--- src/logic/hmac_pkg.sv ---
// package of the multiply-accumulate unit: map, fields, resets, carriers
// assumes a 32-bit apb slave with byte addresses in the low eight bits
package hmac_pkg;

	// ----------------------------------------
	// widths
	// ----------------------------------------
	localparam int unsigned OPW   = 16;
	localparam int unsigned PRODW = 32;
	localparam int unsigned ACCW  = 48;
	localparam int unsigned DW    = 32;
	localparam int unsigned AW    = 8;
	localparam int unsigned IRQW  = 2;

	// ----------------------------------------
	// register byte offsets
	// ----------------------------------------
	localparam logic [AW-1:0] ADDR_OPA     = 8'h00;
	localparam logic [AW-1:0] ADDR_OPB     = 8'h04;
	localparam logic [AW-1:0] ADDR_ACC_LO  = 8'h08;
	localparam logic [AW-1:0] ADDR_ACC_MID = 8'h0c;
	localparam logic [AW-1:0] ADDR_ACC_HI  = 8'h10;
	localparam logic [AW-1:0] ADDR_PROD_LO = 8'h14;
	localparam logic [AW-1:0] ADDR_PROD_HI = 8'h18;
	localparam logic [AW-1:0] ADDR_CTRL    = 8'h1c;
	localparam logic [AW-1:0] ADDR_IRQ_ST  = 8'h20;
	localparam logic [AW-1:0] ADDR_IRQ_CLR = 8'h24;
	localparam logic [AW-1:0] ADDR_IRQ_EN  = 8'h28;

	// ----------------------------------------
	// control/status fields and operations
	// ----------------------------------------
	localparam int unsigned CTL_SIGNED = 0;
	localparam int unsigned CTL_OP_LSB = 1;
	localparam int unsigned CTL_OVF    = 3;
	localparam int unsigned CTL_BUSY   = 4;
	localparam logic [1:0]  OP_MUL     = 2'h0;
	localparam logic [1:0]  OP_MAC     = 2'h1;
	localparam logic [1:0]  OP_MSU     = 2'h2;
	localparam logic [1:0]  OP_NEG     = 2'h3;
	localparam int unsigned IRQ_DONE   = 0;
	localparam int unsigned IRQ_OVF    = 1;

	// ----------------------------------------
	// reset values
	// ----------------------------------------
	localparam logic [OPW-1:0]  RST_OP  = 16'h0000;
	localparam logic [ACCW-1:0] RST_ACC = 48'h0000_0000_0000;
	localparam logic [1:0]      RST_OPC = 2'h0;
	localparam logic [IRQW-1:0] RST_IRQ = 2'h0;

	// ----------------------------------------
	// carriers
	// ----------------------------------------
	typedef struct packed {
		logic [ACCW-1:0]  p48;
		logic [PRODW-1:0] p32;
	} hmac_prod_t;

	typedef struct packed {
		logic [OPW-1:0]   opa;
		logic [OPW-1:0]   opb;
		logic             have_a;
		logic             have_b;
		logic             sgn;
		logic [1:0]       opc;
		logic             ovf;
		logic             run_sgn;
		logic [1:0]       run_op;
		logic             s1;
		logic             s2;
		logic [ACCW-1:0]  p48;
		logic [ACCW-1:0]  acc;
		logic [PRODW-1:0] prod;
		logic [IRQW-1:0]  irq_st;
		logic [IRQW-1:0]  irq_en;
		logic             irq;
		logic [DW-1:0]    prdata;
		logic             pready;
		logic             pslverr;
	} hmac_st_t;

endpackage

--- src/logic/hmac_mult.sv ---
// 16x16 multiplier core with ones' complement negate and sign fix-up
// purely combinational; operands come from registers of the same clock
`timescale 1ns/1ps
`default_nettype none
module hmac_mult
	import hmac_pkg::*;
(
	input  wire logic [15:0]       a,
	input  wire logic [15:0]       b,
	input  wire logic              sgn,
	input  wire logic              neg,
	output hmac_pkg::hmac_prod_t   res
);
	logic signed [16:0] a17;
	logic signed [16:0] b17;
	logic signed [16:0] na;
	logic signed [34:0] full;

	// ----------------------------------------
	// arithmetic
	// ----------------------------------------
	always_comb begin
		a17 = sgn ? {a[15], a} : {1'b0, a};
		b17 = sgn ? {b[15], b} : {1'b0, b};
		// ~a*b + b equals -(a*b); the extra b is the sign fix-up
		na = neg ? ~a17 : a17;
		full = 35'(na * b17) + (neg ? 35'(b17) : 35'sd0);
		res.p32 = full[31:0];
		res.p48 = {{13{full[34]}}, full};
	end
endmodule
`default_nettype wire

--- src/logic/hmac_acc_add.sv ---
// accumulator adder with overflow detect for signed and unsigned forms
// purely combinational; addend is the sign-extended 48-bit product
`timescale 1ns/1ps
`default_nettype none
module hmac_acc_add
	import hmac_pkg::*;
(
	input  wire logic [47:0] acc,
	input  wire logic [47:0] addend,
	input  wire logic        sgn,
	output logic      [47:0] sum,
	output logic             ovf
);
	logic [49:0] wide;

	// ----------------------------------------
	// add and range check
	// ----------------------------------------
	always_comb begin
		wide = (sgn ? {{2{acc[47]}}, acc} : {2'b00, acc})
			+ {{2{addend[47]}}, addend};
		sum = wide[47:0];
		// unsigned leaves 0..2^48-1, signed leaves the 48-bit range
		ovf = sgn ? (wide[48] != wide[47]) : (wide[49:48] != 2'b00);
	end
endmodule
`default_nettype wire

--- src/logic/hmac_top.sv ---
// multiply-accumulate peripheral: apb register file, two-stage datapath
// assumes one clock pclk and an apb master; pready has one wait state
//
// How it works
// - full 16x16 product, 48-bit accumulator
// - four operations, core never stalled
// - plain and negate one cycle, others two
// - accumulator as high, mid, low words
// - overflow bit in control/status register
// - load operands, then operation starts
// - product registers valid one cycle later
// - MAC/MSU accumulator valid after one wait cycle
// - product summed with zero or accumulator
// - sum read straight from accumulator words
// - negate forms invert first operand, fix sign
`timescale 1ns/1ps
`default_nettype none
module hmac_top
	import hmac_pkg::*;
(
	input  wire logic                  pclk,
	input  wire logic                  presetn,
	input  wire logic                  psel,
	input  wire logic                  penable,
	input  wire logic                  pwrite,
	input  wire logic [hmac_pkg::AW-1:0] paddr,
	input  wire logic [hmac_pkg::DW-1:0] pwdata,
	output logic      [hmac_pkg::DW-1:0] prdata,
	output logic                       pready,
	output logic                       pslverr,
	output logic                       irq
);
	import hmac_pkg::*;

	hmac_st_t   st;
	hmac_st_t   next_st;
	hmac_prod_t mres;
	logic [ACCW-1:0] add_sum;
	logic            add_ovf;
	logic            commit;
	logic            wr;

	// ----------------------------------------
	// decode helpers
	// ----------------------------------------
	function automatic logic mapped(input logic [AW-1:0] a);
		case (a)
			ADDR_OPA, ADDR_OPB, ADDR_ACC_LO, ADDR_ACC_MID,
			ADDR_ACC_HI, ADDR_PROD_LO, ADDR_PROD_HI, ADDR_CTRL,
			ADDR_IRQ_ST, ADDR_IRQ_CLR, ADDR_IRQ_EN: mapped = 1'b1;
			default: mapped = 1'b0;
		endcase
	endfunction

	function automatic logic [DW-1:0] rd_mux(input logic [AW-1:0] a,
		input hmac_st_t s);
		logic [DW-1:0] v;
		v = '0;
		case (a)
			ADDR_OPA:     v[15:0] = s.opa;
			ADDR_OPB:     v[15:0] = s.opb;
			ADDR_ACC_LO:  v[15:0] = s.acc[15:0];
			ADDR_ACC_MID: v[15:0] = s.acc[31:16];
			ADDR_ACC_HI:  v[15:0] = s.acc[47:32];
			ADDR_PROD_LO: v[15:0] = s.prod[15:0];
			ADDR_PROD_HI: v[15:0] = s.prod[31:16];
			ADDR_CTRL: begin
				v[CTL_SIGNED] = s.sgn;
				v[CTL_OP_LSB +: 2] = s.opc;
				v[CTL_OVF] = s.ovf;
				v[CTL_BUSY] = s.s1 | s.s2;
			end
			ADDR_IRQ_ST:  v[IRQW-1:0] = s.irq_st;
			ADDR_IRQ_EN:  v[IRQW-1:0] = s.irq_en;
			default:      v = '0;
		endcase
		rd_mux = v;
	endfunction

	// ----------------------------------------
	// datapath pieces
	// ----------------------------------------
	hmac_mult u_mult (
		.a   (st.opa),
		.b   (st.opb),
		.sgn (st.run_sgn),
		.neg ((st.run_op == OP_MSU) || (st.run_op == OP_NEG)),
		.res (mres)
	);

	hmac_acc_add u_add (
		.acc    (st.acc),
		.addend (st.p48),
		.sgn    (st.run_sgn),
		.sum    (add_sum),
		.ovf    (add_ovf)
	);

	// ----------------------------------------
	// next state
	// ----------------------------------------
	always_comb begin
		next_st = st;
		commit = psel & penable & st.pready;
		wr = commit & pwrite;
		// one wait state keeps every bus output straight off a flop
		next_st.pready = psel & penable & ~st.pready;
		next_st.prdata = '0;
		next_st.pslverr = 1'b0;
		if (psel && penable && !st.pready) begin
			next_st.prdata = pwrite ? '0 : rd_mux(paddr, st);
			next_st.pslverr = ~mapped(paddr);
		end
		next_st.s1 = 1'b0;
		next_st.s2 = 1'b0;

		// software writes
		if (wr) begin
			case (paddr)
				ADDR_OPA: begin
					next_st.opa = pwdata[15:0];
					next_st.have_a = 1'b1;
				end
				ADDR_OPB: begin
					next_st.opb = pwdata[15:0];
					next_st.have_b = 1'b1;
				end
				ADDR_ACC_LO:  next_st.acc[15:0] = pwdata[15:0];
				ADDR_ACC_MID: next_st.acc[31:16] = pwdata[15:0];
				ADDR_ACC_HI:  next_st.acc[47:32] = pwdata[15:0];
				ADDR_CTRL: begin
					next_st.sgn = pwdata[CTL_SIGNED];
					next_st.opc = pwdata[CTL_OP_LSB +: 2];
					next_st.ovf = pwdata[CTL_OVF];
				end
				ADDR_IRQ_CLR:
					next_st.irq_st = st.irq_st & ~pwdata[IRQW-1:0];
				ADDR_IRQ_EN:  next_st.irq_en = pwdata[IRQW-1:0];
				default: begin
				end
			endcase
		end

		// start once both operands are in; the mode is latched here
		if (next_st.have_a && next_st.have_b) begin
			next_st.have_a = 1'b0;
			next_st.have_b = 1'b0;
			next_st.s1 = 1'b1;
			next_st.run_sgn = next_st.sgn;
			next_st.run_op = next_st.opc;
		end

		// stage one: product; plain forms finish here
		if (st.s1) begin
			next_st.prod = mres.p32;
			if (st.run_op == OP_MUL || st.run_op == OP_NEG) begin
				next_st.acc = mres.p48;
				next_st.irq_st[IRQ_DONE] = 1'b1;
			end else begin
				next_st.p48 = mres.p48;
				next_st.s2 = 1'b1;
			end
		end

		// stage two: accumulate; hardware wins over a same-cycle write
		if (st.s2) begin
			next_st.acc = add_sum;
			next_st.irq_st[IRQ_DONE] = 1'b1;
			if (add_ovf) begin
				next_st.ovf = 1'b1;
				next_st.irq_st[IRQ_OVF] = 1'b1;
			end
		end

		next_st.irq = |(next_st.irq_st & next_st.irq_en);
	end

	// ----------------------------------------
	// state register
	// ----------------------------------------
	always_ff @(posedge pclk or negedge presetn) begin
		if (!presetn) begin
			st <= '{opa: RST_OP, opb: RST_OP, have_a: 1'b0,
				have_b: 1'b0, sgn: 1'b0, opc: RST_OPC, ovf: 1'b0,
				run_sgn: 1'b0, run_op: RST_OPC, s1: 1'b0, s2: 1'b0,
				p48: RST_ACC, acc: RST_ACC, prod: 32'h0000_0000,
				irq_st: RST_IRQ, irq_en: RST_IRQ, irq: 1'b0,
				prdata: 32'h0000_0000, pready: 1'b0, pslverr: 1'b0};
		end else begin
			st <= next_st;
		end
	end

	assign prdata  = st.prdata;
	assign pready  = st.pready;
	assign pslverr = st.pslverr;
	assign irq     = st.irq;

	// ----------------------------------------
	// checks
	// ----------------------------------------
	logic signed [47:0] chk_neg;
	logic signed [47:0] chk_smul;
	logic        [47:0] chk_uneg;
	always_comb begin
		chk_neg = -(48'($signed(st.opa)) * 48'($signed(st.opb)));
		chk_smul = 48'($signed(st.opa)) * 48'($signed(st.opb));
		chk_uneg = -(48'(st.opa) * 48'(st.opb));
	end
endmodule
`default_nettype wire

--- config.mk ---
export PLATFORM = sky130hd
export DESIGN_NAME = hmac_top
export DESIGN_NICKNAME = d
export VERILOG_FILES = /design/src/logic/hmac_pkg.sv /design/src/logic/hmac_mult.sv /design/src/logic/hmac_acc_add.sv /design/src/logic/hmac_top.sv
export SDC_FILE = /design/constraint.sdc
export NUM_CORES = 1
export LEC_CHECK = 0
export BUFFER_PORTS_ARGS = -buffer_cell sky130_fd_sc_hd__buf_2
export CORE_ASPECT_RATIO = 0.6
export CORE_MARGIN = 3
export CORE_UTILIZATION = 55
export CTS_CLUSTER_DIAMETER = 30
export DETAILED_ROUTE_END_ITERATION = 8
export HOLD_SLACK_MARGIN = 0.1
export PLACE_DENSITY_LB_ADDON = 0.08
export SLEW_MARGIN = 30
export SYNTH_ARGS = -nofsm -noshare
export SYNTH_HDL_FRONTEND = slang
export SYNTH_SLANG_ARGS = --single-unit
--- constraint.sdc ---
create_clock -name pclk -period 10.4 [get_ports pclk]
set_input_delay 2.08 -clock pclk [delete_from_list [all_inputs] [get_ports pclk]]
set_output_delay 2.08 -clock pclk [all_outputs]
set_load 0.05 [all_outputs]
# == Word level (Yosys, flattened, before mapping) ==
# Cells that the tools add are included.
# op_classes
addsub,2
mul,1
eq_ne,13
mux,37
n_bitwise,12
n_reduce_logical,14
# ops
cell,n
two-way mux 48 bit,3
two-way mux 129 bit,1
two-way mux 16 bit,5
case mux 11 bit (7 select lines),1
two-way mux 17 bit,3
adder 50 bit,1
two-way mux 50 bit,1
two-way mux 49 bit,1
adder 34 x 35 -> 35 bit,1
two-way mux 35 bit,1
multiplier 17 x 17 -> 34 bit,1
"== test 8 x 5 -> 1 bit, second input constant",4
"== test 8 x 6 -> 1 bit, second input constant",3
case mux 3 bit (8 select lines),1
case mux 2 bit (10 select lines),1
NOT 17 bit,1
"== test 8 x 4 -> 1 bit, second input constant",2
two-way mux 1 bit,12
OR reduction 11 bit,1
"== test 8 x 3 -> 1 bit, second input constant",1
zero test 8 bit,1
two-way mux 2 bit,4
two-way mux 4 bit,2
two-way mux 6 bit,1
other kinds (14),26
# totals
register_bits,197
input_bits,45
out_inout_bits,35
word_cells,99

# == Depth between registers and ports, before layout ==
# depth
ltp_word,9
depth_mapped,32
ltp_nobuf,29

# == Hierarchy ==
# Synthesis repeated with hierarchy kept, for this count alone.
# hier_totals
cells_unflattened,2521
area_unflattened_um2,24121.9
# by_module_without_submodules
mod,instances,cells_each,area_per_inst_um2,seq_area_each_um2
hmac_mult,1,1396,12396.9,0.0
hmac_top,1,772,9146.3,4854.7
hmac_acc_add,1,353,2578.7,0.0

# == Least setup slack after synthesis ==
# Ideal clock, no wire load.
# synth_path
kind,register -> register
from,reg st[169] in the netlist's numbering
to,reg st[152] in the netlist's numbering
setup_time_ns,0.082
arrival_time_ns,7.436
t_required_ns,10.318
path_slack_ns,2.882
stages_incl_launch_ff,29
n_path_buf,2
synth_period_minus_slack_ns,7.518
path_cell_list,dfrtp_1 -> inv_1 -> ha_1 -> nor2_1 -> clkbuf_1 -> xnor2_1 -> clkbuf_1 -> and2_1 -> fa_1 -> inv_1 -> fa_1 -> inv_1 -> fa_1 -> fa_1 -> fa_1 -> inv_1 -> fa_1 -> inv_1 -> ha_1 -> inv_1 -> nor3_1 -> and4_1 -> o2111ai_1 -> o211ai_1 -> a41oi_1 -> o31a_1 -> nand2_1 -> mux2_2 -> o22ai_1
# synth_between
elab_chain_len,5
elab_cells_between_ends,11
classes_between,1 x add/sub; 1 x mul; 2 x eq/ne; 2 x mux; 1 x bitwise; 4 x reduce/logical
# synth_lines
item,line_no,text
start: declaration,hmac_top.sv:35,hmac_st_t st;
start signal: assignment,hmac_top.sv:183,"st <= '{opa: RST_OP, opb: RST_OP, have_a: 1'b0,"
start signal: assignment,hmac_top.sv:190,st <= next_st;
"== test 2 bit, on equally long branches","hmac_top.sv:87, hmac_top.sv:156",
logical OR 1 bit,hmac_top.sv:87,".neg ((st.run_op == OP_MSU) || (st.run_op == OP_NEG)),"
two-way mux 17 bit,hmac_mult.sv:26,na = neg ? ~a17 : a17;
multiplier 17 x 17 -> 34 bit,hmac_mult.sv:27,full = 35'(na * b17) + (neg ? 35'(b17) : 35'sd0);
adder 34 x 35 -> 35 bit,hmac_mult.sv:27,
# Parallel ways exist; a longest one is shown, timed or not.
# A chain may end at the register's enable or synchronous reset.

==> impl_metrics.tcl <==
set metrics [dict create \
    numClockSinks 181 \
    std_cell_rows 57 \
    dp_hpwl_um 57630 \
    fmax_mhz 116.5 \
    hp-class "reg2reg" \
    fin_nets 3060 \
    dr.pass1.iters 9 \
    cts.path.max_buffers 2 \
    place_congestion 1.023 \
    grtUsageTotal 0.3422 \
    max_cap_viol_count 0 \
    critPathKind "reg2reg" \
    busiest_layer "met1" \
    synth_flop_cell "dfrtp_1" \
    num_vias 18780 \
    ys_seq_elements 181 \
    reg2reg_depth 26 \
    synth_warnings 0 \
    initialDrtViolationCount 2067 \
    p_comb_frac 0.049 \
    power.total_mw 1.429 \
    min_period_ns 8.584 \
    timing.rr.start "st[169]$_DFFE_PN0P_" \
    dieArea_um2 44940 \
    mappedNetlistArea_um2 23300 \
    fin_crit_sh 0.8254 \
    numCtsBuffers 17 \
    post_cts_buffers 0 \
    port_buffers 47 \
    synthTopCellsByArea "fa_1 (27%), dfrtp_1 (19%), ha_1 (7.6%), inv_1 (6.4%), nand2_1 (6.2%)" \
    avgSynthCellArea_um2 9.009 \
    cts-resized-gates 0 \
    grt_max_degree 87 \
    fin_util 0.5953 \
    p_clk_frac 0.454 \
    grt_util_met1 0.5117 \
    crit_arrival_ns 8.87 \
    endpoint "st[108]$_DFF_PN0_" \
    yosys.area.top_type "fa_1" \
    rr_endpoint "st[108]$_DFF_PN0_" \
    startpoint_type "flop" \
    place_ws_ns 1.601 \
    worstMarginPinSlew_ns 1.051 \
    intPower_mw 1.057 \
    synth-seq-area-share 0.1944 \
    num_io_pins 80 \
    swShare 0.2604 \
    slew_headroom 0.2996 \
    peakVddDrop_mv 0.08084 \
    start_util 0.5661 \
    clk_pin_slew_ns 0.08 \
    finalSetupViolCount 0 \
    dp.cells 3096 \
    setup_ws_ns 1.816 \
    crit_fanout 17 \
    hold_violations 0 \
    cts_max_level 4 \
    cts-hold-fix-buffers 0 \
    synth_edf_count 0 \
    finalSetupTns_ns 0 \
    synth_cell_types 89 \
    drive_gt1_frac 0.08684 \
    rsz0062_at_grt "no" \
    fin_area_um2 24500 \
    endpoint_kind "flop" \
    grt_pass1_wl_um 114500 \
    synth_top_area_share 0.2741 \
    routed_via_density 6.002 \
    critPathLaunch "st[169]$_DFFE_PN0P_" \
    async_flop_share 1.000 \
    r2r_slack_ns 1.82 \
    die_x_um 271.7 \
    coreArea_um2 41150 \
    synthCells 2586 \
    placed_area_um2 23920 \
    wl_um 74660 \
    insertion_delay_ns 0.45 \
    drc 0 \
    gr-total-overflow 0 \
    die_h_um 165.4 \
    met3_usage 0.1386 \
    p_switching_mw 0.3722 \
    drv_slew 0 \
    pwr-share-seq 0.497 \
    ant_nets 0 \
    finClkSkew_ns 0.01299 \
    leakage_nw 12.62 \
    met2_usage 0.4581 \
    status "complete, no violations" \
    grt_pass1_vias 18660 \
    area_growth_pct 5.151 \
    wl_per_cell_um 23.86 \
    antenna_found_initial 1 \
    cts-root-buf "clkbuf_16" \
    power_density_nw_per_um2 58.35 \
    cts_tree "yes" \
    final_cells 3129 \
    crit_required_ns 10.69 \
    whs_ns 0.4489 \
]
==> per-layer routing <==
metal  wire (um)  vias up
met1       33080     9372
li1            -     8268
met5           0        -
met3       11000      128
met2       28850     1013
met4        1744        0
==> worst max-delay path, stage by stage (launching register included) <==
cell and delay (ns):
dfrtp_1 0.36, inv_1 0.06, ha_1 0.21, or2_2 0.47
xnor2_1 0.22, buf_4 0.25, nand2_1 0.15, fa_1 0.81
fa_1 0.48, inv_1 0.10, ha_1 0.55, inv_1 0.35
fa_1 0.58, inv_1 0.05, fa_1 0.55, fa_1 0.42
ha_1 0.35, a21o_1 0.19, a21o_1 0.18, a21oi_1 0.13
inv_1 0.09, a221o_1 0.34, o21ai_1 0.13, o211ai_1 0.25
o31a_1 0.40, o21ai_2 0.54, o31ai_1 0.18
==> sequential cells by signal (all words and copies together), names as in the netlist <==
signal,cells
st,162
prdata,16
irq,1
pready,1
pslverr,1
==> layout make-up <==
class | instances | area, um2
inverter | 398 | 1494
sequential | 181 | 4536
multi-input combinational | 1868 | 16640
fill | 3695 | 16650
timing repair buffer | 89 | 559.3
antenna | 1 | 2.502
clock inverter | 13 | 122.6
tap | 560 | 700.7
clock buffer | 19 | 442.9
==> how the worst min path moves through the flow <==
stage                      start           endpoint  cells after the start
2_1_floorplan  st[177]$_DFF_PN0_  st[176]$_DFF_PN0_                      1
3_3_place_gp   st[177]$_DFF_PN0_  st[176]$_DFF_PN0_                      1
3_5_place_dp   st[177]$_DFF_PN0_  st[176]$_DFF_PN0_                      1
4_1_cts        st[177]$_DFF_PN0_  st[176]$_DFF_PN0_                      1
5_1_grt        st[177]$_DFF_PN0_  st[176]$_DFF_PN0_                      1
6_report       st[177]$_DFF_PN0_  st[176]$_DFF_PN0_                      1
==> cells in the mapped netlist, types with 33 or more instances <==
| cell type | number |
|---|---|
| xnor2_1 | 64 |
| inv_1 | 397 |
| mux2_2 | 64 |
| o21ai_0 | 78 |
| a21oi_1 | 107 |
| fa_1 | 319 |
| nand3_1 | 53 |
| dfrtp_1 | 181 |
| buf_4 | 35 |
| a21o_1 | 41 |
| and2_1 | 160 |
| a22oi_1 | 33 |
| ha_1 | 141 |
| clkbuf_1 | 106 |
| nor2_1 | 70 |
| nand2_1 | 383 |
==> power by group through the flow <==
stage	clock (mW)	sequential (mW)	combinational (mW)
finish	0.648	0.711	0.0702
global route	0.678	0.710	0.0748
CTS	0.653	0.710	0.0685
detailed placement	0	0.724	0.0683
global placement	0	0.724	0.0681
floorplan	0	0.723	0.0327
==> logic make-up (layout without fill, tap and decap cells) <==
kind of cell / Yosys count / in the layout / synth area share
fa+ha+maj: 460 / 460 / 0.3499
other cells: 1 / 17 / 0.0001610
simple gates: 776 / 776 / 0.1577
xor+xnor: 91 / 91 / 0.03421
compound gates: 442 / 442 / 0.1289
buf+inv: 552 / 519 / 0.09560
mux: 83 / 83 / 0.03910
flops: 181 / 181 / 0.1944
==> layout by cell type, fill, tap and decap left out, types with 6 or more instances in the layout <==
master	instances
clkbuf_16	17
nor2_1	66
a22o_1	6
dfrtp_1	176
a22oi_1	33
o21bai_1	9
o211ai_1	12
inv_1	397
a21o_1	41
nor3_1	16
o21ai_0	78
mux2_2	64
a222oi_1	12
buf_2	46
xor2_1	27
a221oi_1	11
nand2b_1	21
a31oi_1	26
nand3_1	53
mux2i_1	19
nor2b_1	8
nand4_1	10
a21oi_1	107
nand2_1	383
buf_4	42
o21a_1	7
and3_1	22
fa_1	319
o21ai_1	8
and2_1	160
a211oi_1	11
o31ai_1	14
conb_1	16
xnor2_1	62
or2_2	6
ha_1	141
Note: power is estimated with default switching activity, not from simulation.
